<file path="src/common/imu_seq_pkg.sv">
// Constants for the command sequencing and sync timing block.
// Assumes a single 50 MHz system clock.
package imu_seq_pkg;
  localparam int unsigned CLK_HZ = 50_000_000;
  localparam int unsigned CLK_MHZ = CLK_HZ / 1_000_000;
  // Nominal durations, in ms and us, and the full SPI load in words
  localparam int unsigned STARTUP_MS = 310;
  localparam int unsigned RESET_REC_MS = 255;
  localparam int unsigned CAL_RESTORE_MS = 136;
  localparam int unsigned FLASH_BACKUP_MS = 70;
  localparam int unsigned FLASH_TEST_MS = 30;
  localparam int unsigned SELF_TEST_MS = 24;
  localparam int unsigned SYNC_DR_IDLE_US = 305;
  localparam int unsigned SYNC_DR_FULL_US = 405;
  localparam int unsigned FULL_LOAD_WORDS = 64;
  // Derived cycle counts
  localparam int unsigned MS_CYC = CLK_HZ / 1000;
  localparam int unsigned STARTUP_CYC = STARTUP_MS * MS_CYC;
  localparam int unsigned RESET_REC_CYC = RESET_REC_MS * MS_CYC;
  localparam int unsigned CAL_RESTORE_CYC = CAL_RESTORE_MS * MS_CYC;
  localparam int unsigned FLASH_BACKUP_CYC = FLASH_BACKUP_MS * MS_CYC;
  localparam int unsigned FLASH_TEST_CYC = FLASH_TEST_MS * MS_CYC;
  localparam int unsigned SELF_TEST_CYC = SELF_TEST_MS * MS_CYC;
  localparam int unsigned SYNC_DR_IDLE_CYC = SYNC_DR_IDLE_US * CLK_MHZ;
  localparam int unsigned SYNC_DR_FULL_CYC = SYNC_DR_FULL_US * CLK_MHZ;
  // Extra cycles per word read of the previous sample
  localparam int unsigned WORD_EXTRA_CYC =
    (SYNC_DR_FULL_CYC - SYNC_DR_IDLE_CYC) / FULL_LOAD_WORDS;
  // Self test stretch factor when sample clock is slow
  localparam int unsigned SELF_TEST_SLOW_NUM = 2;
  // Global command bit positions
  localparam int unsigned CMD_RESET_BIT = 7;
  localparam int unsigned CMD_CAL_BIT = 1;
  localparam int unsigned CMD_BACKUP_BIT = 3;
  localparam int unsigned CMD_FTEST_BIT = 4;
  localparam int unsigned CMD_STEST_BIT = 2;
  // Sync mode field value for direct sync
  localparam logic [1:0] SYNC_DIRECT = 2'h1;
  localparam int unsigned CNT_W = 25;
  localparam int unsigned WORD_CNT_W = 8;
  typedef enum logic [3:0] {
    ST_BOOT = 4'h1,
    ST_RUN  = 4'h2,
    ST_BUSY = 4'h4,
    ST_WAIT = 4'h8
  } seq_state_t;
endpackage : imu_seq_pkg

</file>
<file path="src/design/imu_cmd_seq.sv">
// Command sequencing and direct-sync data-ready timing of the sensor.
// Assumes CLK_SYS at 50 MHz; sync and word strobes come from pins.
// Operation
// - No valid data until the 310 ms startup interval has passed.
// - Command bit 7 resets; data returns after 255 ms.
// - Command bit 1 restores calibration, done in 136 ms.
// - Command bit 3 backs up settings to flash, done in 70 ms.
// - Command bit 4 tests flash, done in 30 ms.
// - Command bit 2 runs self test, done in 24 ms.
// - A slow external sample clock may lengthen the self test.
// - Idle direct sync gives data ready 305 us after the edge.
// - Full SPI load stretches that delay to 405 us.
// - The delay grows with words read of the previous sample.
`timescale 1ns/1ns
module imu_cmd_seq
  import imu_seq_pkg::*;
#(
  parameter int unsigned STARTUP_C   = STARTUP_CYC,
  parameter int unsigned RESET_C     = RESET_REC_CYC,
  parameter int unsigned CAL_C       = CAL_RESTORE_CYC,
  parameter int unsigned BACKUP_C    = FLASH_BACKUP_CYC,
  parameter int unsigned FTEST_C     = FLASH_TEST_CYC,
  parameter int unsigned STEST_C     = SELF_TEST_CYC,
  parameter int unsigned SYNC_IDLE_C = SYNC_DR_IDLE_CYC,
  parameter int unsigned WORD_C      = WORD_EXTRA_CYC
) (
  input  wire logic       CLK_SYS,
  input  wire logic       SRST,
  input  wire logic [7:0] GLOBAL_CMD,
  input  wire logic       GLOBAL_CMD_WR,
  input  wire logic [1:0] SYNC_MODE,
  input  wire logic       SLOW_CLK,
  input  wire logic       SYNC_IN,
  input  wire logic       WORD_DONE,
  output logic            DATA_READY,
  output logic            DATA_VALID,
  output logic            BUSY
);
  import imu_seq_pkg::*;

  logic sync_rise, word_rise;

  imu_sync_in u_sync (
    .clk   (CLK_SYS),
    .srst  (SRST),
    .din   (SYNC_IN),
    .level (),
    .rise  (sync_rise)
  );

  imu_sync_in u_word (
    .clk   (CLK_SYS),
    .srst  (SRST),
    .din   (WORD_DONE),
    .level (),
    .rise  (word_rise)
  );

  seq_state_t            st_q, st_d;
  logic [CNT_W-1:0]      cnt_q, cnt_d;
  logic                  valid_q, valid_d;
  logic                  busy_q, busy_d;
  logic                  wait_q, wait_d;
  logic [CNT_W-1:0]      dly_q, dly_d;
  logic [WORD_CNT_W-1:0] words_q, words_d;
  logic                  dr_q, dr_d;
  logic                  direct;
  logic [CNT_W-1:0]      cmd_len;
  logic                  cmd_hit;

  assign direct = (SYNC_MODE == SYNC_DIRECT);

  // Priority: reset beats every other command bit
  always_comb begin
    cmd_hit = 1'b1;
    if (GLOBAL_CMD[CMD_RESET_BIT])
      cmd_len = CNT_W'(RESET_C);
    else if (GLOBAL_CMD[CMD_CAL_BIT])
      cmd_len = CNT_W'(CAL_C);
    else if (GLOBAL_CMD[CMD_BACKUP_BIT])
      cmd_len = CNT_W'(BACKUP_C);
    else if (GLOBAL_CMD[CMD_FTEST_BIT])
      cmd_len = CNT_W'(FTEST_C);
    else if (GLOBAL_CMD[CMD_STEST_BIT])
      // Slow sample clock doubles the self test
      cmd_len = SLOW_CLK ? CNT_W'(STEST_C * SELF_TEST_SLOW_NUM)
                         : CNT_W'(STEST_C);
    else begin
      cmd_len = '0;
      cmd_hit = 1'b0;
    end
  end

  always_comb begin
    st_d    = st_q;
    cnt_d   = cnt_q;
    valid_d = valid_q;
    busy_d  = busy_q;
    unique case (st_q)
      ST_BOOT: begin
        if (cnt_q == CNT_W'(STARTUP_C - 1)) begin
          st_d    = ST_RUN;
          valid_d = 1'b1;
          cnt_d   = '0;
        end else begin
          cnt_d = cnt_q + 1'b1;
        end
      end
      ST_RUN: begin
        if (GLOBAL_CMD_WR && cmd_hit) begin
          st_d    = ST_BUSY;
          cnt_d   = cmd_len - 1'b1;
          valid_d = 1'b0;
          busy_d  = 1'b1;
        end
      end
      ST_BUSY: begin
        // Writes during a command are ignored, no queueing
        if (cnt_q == '0) begin
          st_d    = ST_RUN;
          valid_d = 1'b1;
          busy_d  = 1'b0;
        end else begin
          cnt_d = cnt_q - 1'b1;
        end
      end
      default: begin
        st_d    = ST_BOOT;
        cnt_d   = '0;
        valid_d = 1'b0;
        busy_d  = 1'b0;
      end
    endcase
  end

  // Sync edge to data ready, stretched by reads of the prior sample
  always_comb begin
    wait_d  = wait_q;
    dly_d   = dly_q;
    words_d = words_q;
    dr_d    = 1'b0;
    if (word_rise && words_q != '1)
      words_d = words_q + 1'b1;
    if (wait_q) begin
      if (dly_q == '0) begin
        wait_d = 1'b0;
        dr_d   = valid_q & ~busy_q;
      end else begin
        dly_d = dly_q - 1'b1;
      end
    end
    if (sync_rise && direct && !wait_q) begin
      wait_d  = 1'b1;
      dly_d   = CNT_W'(SYNC_IDLE_C - 1)
                + CNT_W'(words_q * WORD_C);
      // A word on the sync edge counts towards the new sample
      words_d = WORD_CNT_W'(word_rise);
    end
  end

  always_ff @(posedge CLK_SYS) begin
    if (SRST) begin
      st_q    <= ST_BOOT;
      cnt_q   <= '0;
      valid_q <= 1'b0;
      busy_q  <= 1'b0;
      wait_q  <= 1'b0;
      dly_q   <= '0;
      words_q <= '0;
      dr_q    <= 1'b0;
    end else begin
      st_q    <= st_d;
      cnt_q   <= cnt_d;
      valid_q <= valid_d;
      busy_q  <= busy_d;
      wait_q  <= wait_d;
      dly_q   <= dly_d;
      words_q <= words_d;
      dr_q    <= dr_d;
    end
  end

  assign DATA_READY = dr_q;
  assign DATA_VALID = valid_q;
  assign BUSY       = busy_q;

  // Helper: cycles since release of reset, saturating
  logic [CNT_W-1:0] up_q;
  always_ff @(posedge CLK_SYS) begin
    if (SRST)
      up_q <= '0;
    else if (up_q != '1)
      up_q <= up_q + 1'b1;
  end

  property p_no_valid_early;
    @(posedge CLK_SYS) disable iff (SRST)
      (up_q < CNT_W'(STARTUP_C)) |-> !DATA_VALID;
  endproperty
  a_no_valid_early: assert property (p_no_valid_early)
    else $error("data valid before startup");

  property p_boot_ends;
    @(posedge CLK_SYS) disable iff (SRST)
      (st_q == ST_BOOT && cnt_q == CNT_W'(STARTUP_C - 1)) |=> DATA_VALID;
  endproperty
  a_boot_ends: assert property (p_boot_ends)
    else $error("startup did not end");

  property p_reset_cmd;
    @(posedge CLK_SYS) disable iff (SRST)
      (st_q == ST_RUN && GLOBAL_CMD_WR && GLOBAL_CMD[CMD_RESET_BIT])
      |=> BUSY && cnt_q == CNT_W'(RESET_C - 1);
  endproperty
  a_reset_cmd: assert property (p_reset_cmd)
    else $error("reset command length wrong");

  property p_cal_cmd;
    @(posedge CLK_SYS) disable iff (SRST)
      (st_q == ST_RUN && GLOBAL_CMD_WR && GLOBAL_CMD == 8'h02)
      |=> BUSY && cnt_q == CNT_W'(CAL_C - 1);
  endproperty
  a_cal_cmd: assert property (p_cal_cmd)
    else $error("calibration restore length wrong");

  property p_backup_cmd;
    @(posedge CLK_SYS) disable iff (SRST)
      (st_q == ST_RUN && GLOBAL_CMD_WR && GLOBAL_CMD == 8'h08)
      |=> cnt_q == CNT_W'(BACKUP_C - 1);
  endproperty
  a_backup_cmd: assert property (p_backup_cmd)
    else $error("flash backup length wrong");

  property p_ftest_cmd;
    @(posedge CLK_SYS) disable iff (SRST)
      (st_q == ST_RUN && GLOBAL_CMD_WR && GLOBAL_CMD == 8'h10)
      |=> cnt_q == CNT_W'(FTEST_C - 1);
  endproperty
  a_ftest_cmd: assert property (p_ftest_cmd)
    else $error("flash test length wrong");

  property p_stest_cmd;
    @(posedge CLK_SYS) disable iff (SRST)
      (st_q == ST_RUN && GLOBAL_CMD_WR && GLOBAL_CMD == 8'h04 && !SLOW_CLK)
      |=> cnt_q == CNT_W'(STEST_C - 1);
  endproperty
  a_stest_cmd: assert property (p_stest_cmd)
    else $error("self test length wrong");

  property p_busy_quiet;
    @(posedge CLK_SYS) disable iff (SRST)
      $past(busy_q) |-> !DATA_READY;
  endproperty
  a_busy_quiet: assert property (p_busy_quiet)
    else $error("data ready while busy");

  property p_sync_delay;
    @(posedge CLK_SYS) disable iff (SRST)
      (sync_rise && direct && !wait_q && words_q == '0)
      |=> dly_q == CNT_W'(SYNC_IDLE_C - 1);
  endproperty
  a_sync_delay: assert property (p_sync_delay)
    else $error("sync delay not loaded");

  property p_sync_stretch;
    @(posedge CLK_SYS) disable iff (SRST)
      (sync_rise && direct && !wait_q && words_q != '0)
      |=> dly_q > CNT_W'(SYNC_IDLE_C - 1);
  endproperty
  a_sync_stretch: assert property (p_sync_stretch)
    else $error("sync delay not stretched");

  c_ready: cover property (@(posedge CLK_SYS) disable iff (SRST)
    DATA_READY);
  c_cmd_done: cover property (@(posedge CLK_SYS) disable iff (SRST)
    $fell(BUSY));
  c_startup: cover property (@(posedge CLK_SYS) disable iff (SRST)
    $rose(DATA_VALID));
endmodule : imu_cmd_seq

</file>
<file path="src/design/imu_sync_in.sv">
// Two-flop synchroniser with rising edge detect.
// Assumes input is asynchronous to CLK_SYS.
`timescale 1ns/1ns
module imu_sync_in (
  input  wire logic clk,
  input  wire logic srst,
  input  wire logic din,
  output logic      level,
  output logic      rise
);
  logic s1_q, s2_q, s3_q;
  logic s1_d, s2_d, s3_d;

  always_comb begin
    s1_d = din;
    s2_d = s1_q;
    s3_d = s2_q;
  end

  always_ff @(posedge clk) begin
    if (srst) begin
      s1_q <= 1'b0;
      s2_q <= 1'b0;
      s3_q <= 1'b0;
    end else begin
      s1_q <= s1_d;
      s2_q <= s2_d;
      s3_q <= s3_d;
    end
  end

  assign level = s2_q;
  assign rise  = s2_q & ~s3_q;
endmodule : imu_sync_in

</file>
<file path="config.mk">
export PLATFORM = sky130hd
export DESIGN_NAME = imu_cmd_seq
export DESIGN_NICKNAME = d
export VERILOG_FILES = /design/src/common/imu_seq_pkg.sv /design/src/design/imu_cmd_seq.sv /design/src/design/imu_sync_in.sv
export SDC_FILE = /design/constraint.sdc
export NUM_CORES = 1
export LEC_CHECK = 0
export ABC_AREA = 1
export ABC_CLOCK_PERIOD_IN_PS = 6000
export BUFFER_PORTS_ARGS = -buffer_cell sky130_fd_sc_hd__buf_2
export CORE_MARGIN = 2
export CORE_UTILIZATION = 65
export DETAILED_ROUTE_END_ITERATION = 10
export PLACE_DENSITY = 0.83
export SETUP_SLACK_MARGIN = 0.5
export SLEW_MARGIN = 30
export SYNTH_ARGS = -nofsm -noshare
export SYNTH_HDL_FRONTEND = slang
export SYNTH_SLANG_ARGS = --single-unit
</file>
<file path="constraint.sdc">
create_clock -name CLK_SYS -period 6 [get_ports CLK_SYS]
set_input_delay 0 -clock CLK_SYS [delete_from_list [all_inputs] [get_ports CLK_SYS]]
set_output_delay 0 -clock CLK_SYS [all_outputs]
set_load 0.1 [all_outputs]
</file>
# Word level (Yosys, flattened, before mapping)
# Index checks and enable logic that the tools add are counted.
[classes]
addsub = 6
mul = 1
n_eq_ne = 11
muxes = 34
n_bitwise = 9
reduce_logical = 15
[ops]
columns = ["operator", "n"]
rows = [
  ["25-bit 2-to-1 mux", 6],
  ["22-bit 2-to-1 mux", 4],
  ["25-bit one-hot mux with 3 select lines", 1],
  ["25-bit by 1-bit subtractor with 25-bit output (second input constant)", 3],
  ["25-bit zero test", 2],
  ["25-bit by 1-bit adder with 25-bit output (second input constant)", 1],
  ["25-bit by 24-bit == test with 1-bit output (second input constant)", 1],
  ["24-bit 2-to-1 mux", 1],
  ["23-bit 2-to-1 mux", 1],
  ["14-bit by 15-bit adder with 16-bit output (first input constant)", 1],
  ["1-bit 2-to-1 mux", 15],
  ["8-bit by 6-bit multiplier with 14-bit output (second input constant)", 1],
  ["4-bit 2-to-1 mux", 3],
  ["4-bit one-hot mux with 3 select lines", 1],
  ["8-bit by 1-bit adder with 8-bit output (second input constant)", 1],
  ["2-bit != test (second input constant)", 4],
  ["8-bit != test (second input constant)", 1],
  ["1-bit NOT", 6],
  ["1-bit one-hot mux with 3 select lines", 2],
  ["3-bit AND reduction", 2],
  ["4-bit by 1-bit == test with 1-bit output (second input constant)", 1],
  ["4-bit by 2-bit == test with 1-bit output (second input constant)", 1],
  ["4-bit by 3-bit == test with 1-bit output (second input constant)", 1],
  ["1-bit logical AND", 4],
  ["other kinds (8)", 12],
]
[word_totals]
register_bits = 72
inputBits = 16
out_inout_bits = 3
wordCells = 91

# Depth between registers and ports, before layout
[depth]
ltp_word = 9
ltp_mapped = 21
ltp_nobuf = 21

# Modules after synthesis
# Synthesis repeated with hierarchy kept, for this count alone.
[hier_totals]
cells_unflattened = 1040
hier_area_um2 = 6493.7
[modules_own_cells]
columns = ["module", "n_inst", "cells_each", "area_each_um2", "seq_area_each_um2"]
rows = [
  ["imu_cmd_seq", 1, 1020, 6321.1, 1301.2],
  ["imu_sync_in", 2, 10, 86.3, 60.1],
]

# Worst setup path before layout
# Ideal clock, no wire load.
[synth_timing]
path_kind = "reg-to-reg"
from = "register words_q[5]"
to = "register dly_q[14]"
setup_ns = 0.116
arrival_time_ns = 3.281
required_time_ns = 5.884
path_slack_ns = 2.604
path_stages_with_launch = 19
path_buffers = 0
synth_period_minus_slack_ns = 3.396
cell_sequence = "dfxtp_1 -> inv_1 -> fa_1 -> inv_1 -> ha_1 -> inv_1 -> fa_1 -> inv_1 -> ha_1 -> inv_1 -> o21bai_1 -> o21bai_1 -> nand2_1 -> nand2_1 -> xor2_1 -> inv_1 -> nand3_1 -> nand3_1 -> and3_1"
[synth_via]
elab_chain_cells = 3
[synth_lines]
columns = ["item", "line", "rtl"]
rows = [
  ["from (decl)", "imu_cmd_seq.sv:65", "logic [WORD_CNT_W-1:0] words_q, words_d;"],
  ["from (signal assigned)", "imu_cmd_seq.sv:178", "words_q <= words_d;"],
  ["8-bit by 6-bit multiplier with 14-bit output", "imu_cmd_seq.sv:155", "+ CNT_W'(words_q * WORD_C);"],
  ["14-bit by 15-bit adder with 16-bit output", "imu_cmd_seq.sv:155", ""],
  ["25-bit 2-to-1 mux", "imu_cmd_seq.sv:152", "if (sync_rise && direct && !wait_q) begin"],
  ["to (signal assigned)", "imu_cmd_seq.sv:177", "dly_q <= dly_d;"],
  ["to (decl)", "imu_cmd_seq.sv:64", "logic [CNT_W-1:0] dly_q, dly_d;"],
]
# Every way passes these cells.
# A chain may end at the register's enable or synchronous reset.

# Final worst setup path
[layout_timing]
from = "register words_q[5]"
to = "register dly_q[10]"
# Same word-level chain as after synthesis.

==> metrics.txt <==
R2R Setup Slk 2.22 ns; Core Footprint 9730 µm²; nets 1110; CTS Buf Count 9; layout cell share with drive strength beyond 1 8.14%; Wirelength per Cell 14.0 µm; Startpoint Class flip-flop; NetSw 0.417 mW; ys flop type dfxtp_1; synthesized area 6460 µm²; Slowest-stage cell, CP fa_1; fmax 0.265 GHz; Hold Path Class in -> reg; Die X 104 µm; largest net degree at the start of global routing 44; Final Max Tran Viols 0; R2R Path Start words_q[5]; Clk pwr share 35.5%; initial antenna violation count 0; Vias/cell 5.64; DRC 0; most used cell, CP inv_1; synth warn 0; CTS Buffer Depth 2; Inst Count DP 1172; Final HPWL DP 12.5 mm; row count 36; H-tree levels 3; TritonCTS clock tree done; crit-path max cell delay 0.55 ns; Layout area overhead 5.81%; num ports 19; vias in the first global route 6256; combinational cell fraction of total power 23.3%; Netlist cell types 49; synth top area cells dfxtp_1 22%, nand2_1 15%, inv_1 8.9%; asr flop ratio synth 0%; Net Sw Frac 33.6%; critical path endpoint category flip-flop; Clock Skew 0.00951 ns; RSZ-0062 raised after global routing no; First DRT Iteration DRCs 537; fillers 929; post-synth top area share 22.0%; Initial Util 66.4%; # port buffers 15; final hold vios 0; via count 6716; Hold Startpoint SRST; Yosys reg bits 71; Sequential Power Share 41.1%; clock slew at reported path FFs 0.08 ns; post-synthesis cell count 1046; Antenna Cells 0; die height 104 µm; full die area 10700 µm²; EDFF count, synth 0; static leakage 3.20 nW; period utilisation layout 62.9%; GPL Wtd Cong 1.02; CP Cell Sequence inv_1 > fa_1 > inv_1 > ha_1 > inv_1 > fa_1 > inv_1 > ha_1 > inv_1 > o21bai_1 > o21bai_1 > xnor2_1 > nand2_1 > o21ai_0 > nand3_1 > o21ai_0 > nor2_1; top-count cell post-synth nand2_1; total routed wirelength 16.6 mm; Tmin final 3.78 ns; Final Non-Filler Cells 1190; CP top delay family adder cells; worst-margin pin slew 0.911 ns; root buffer cell clkbuf_8; GR Util All Layers 31.5%; Post-Syn Area per Cell 6.17 µm²; commonest cells in the netlist 264 x nand2_1, 153 x inv_1, 113 x nor2_1, 90 x nand3_1, 71 x dfxtp_1; worst path required time 6.24 ns; Critical path origin words_q[5]; Synth Net Count 1104; Max FO, Critical Path 6; VDD IR max 172 µV; status completed; # setup viols final 0; Clock Latency Late Sink 0.37 ns; leading area contributor after synthesis dfxtp_1; PwrDens 181 nW/µm²; Multi-input gate area 4310 µm²; first-pass GRT wire length 28.0 mm; post-synthesis sequential area ratio 22.0%; kind of critical path reg -> reg; storage element area 1420 µm²; total grt overflow 0; Max Cap Viol 0; Arrival @ worst endpoint 4.02 ns; Buf+Inv Stages, Crit Path 5; iteration count of the initial detailed-routing pass 5; TNS Setup 0 ns; Slew headroom 39.0%; antenna-violating nets left 0; clk sink count 71; Int Pwr 0.822 mW
[final timing paths]
| path | endpoint | cells past startpoint |
|---|---|---|
| worst max register to register | dly_q[10] | 17 |
| worst max-delay path | dly_q[10] | 17 |
| worst min-delay path | u_sync.s3_q | 3 |
| worst min register to register | u_sync.level | 2 |
[cell usage in the layout (no fill, tap or decap), types with 3 or more instances in the layout]
cell and count:
dfxtp_1 71, o21ai_0 61, o211ai_1 5, nor2_2 6, nor2_1 113, xor2_1 12
or2_2 6, nand2_1 264, a21oi_2 7, nor3_1 21, nand3_2 5, a22oi_1 3
a31oi_1 5, a21oi_1 59, o221ai_1 3, buf_4 4, o22ai_1 5, nand3_1 90
clkbuf_8 9, buf_2 15, fa_1 11, nor4_1 7, nand4_1 20, nand2_4 4
nand3b_1 5, ha_1 31, inv_1 153, nand2_2 9, a211oi_1 3, nor2_4 6
xnor2_1 9, o21bai_1 3
[timing repair]
| action | in CTS | in global routing |
|---|---|---|
| gates resized for setup | 0 | 0 |
| hold endpoints to repair | 2 | 0 |
| hold buffers | 2 | 0 |
| buffers inserted | 0 | 0 |
[state kept, by name, summed over array words and instances (netlist names)]
register,count
wait_q,1
DATA_VALID,1
u_sync.s1_q,1
BUSY,1
u_word.s3_q,1
st_q,3
u_word.level,1
cnt_q,25
u_sync.s3_q,1
u_word.s1_q,1
words_q,8
dly_q,25
DATA_READY,1
u_sync.level,1
[kinds of logic (layout without fill, tap and decap cells)]
| group | count (synthesis) | count (layout) | share of synthesized area [%] |
|---|---|---|---|
| DFF | 71 | 71 | 22.0 |
| AOI/OAI and AO/OA | 165 | 165 | 14.5 |
| and+or+nand+nor | 566 | 566 | 40.0 |
| adders and majority gates | 42 | 42 | 9.42 |
| xor gates and xnor gates | 21 | 21 | 2.85 |
| buffers and inverters | 181 | 192 | 11.2 |
[cell type report]
type | count | share of cell area (%)
well taps | 133 | 2.44
inverters | 155 | 8.59
flip-flops and latches | 71 | 20.8
clock buffers | 10 | 1.87
repair buffers | 21 | 1.83
clock inverters | 6 | 1.36
multi-input cells | 794 | 63.1
[tightest hold or removal path, cell delays in order]
cell,delay [ns]
buf_2,0.09
buf_4,0.27
nor2_1,0.14
[metal layers]
layer	up-vias	share of wire [%]	global-route usage, %
met1	3004	41	36.1
met2	242	50	56.4
met4	0	3.8	17.3
met3	59	5.3	4.66
li1	3411	-	-
met5	-	0	0
[power by group through the flow]
stage	Sequential [mW]	Clock, mW	Combinational, mW
after floorplan	0.521	0	0.218
after global placement	0.520	0	0.278
after detailed placement	0.520	0	0.283
after CTS	0.509	0.444	0.287
after global routing	0.513	0.468	0.324
final	0.510	0.440	0.289
[stage by stage]
stage | hold WS, ns | util [%] | area, µm² | power [mW] | setup slack, ns
3_5_place_dp | 0.208 | 67.8 | 6590 | 0.803 | 2.22
3_3_place_gp | 0.204 | 67.8 | 6590 | 0.798 | 2.26
2_1_floorplan | 0.107 | - | 6460 | 0.739 | 2.60
4_1_cts | 0.163 | 70.2 | 6830 | 1.24 | 2.21
5_1_grt | 0.204 | 70.2 | 6830 | 1.30 | 1.92
6_report | 0.175 | 70.2 | 6830 | 1.24 | 2.22
Note: power is estimated with default switching activity, not from simulation.
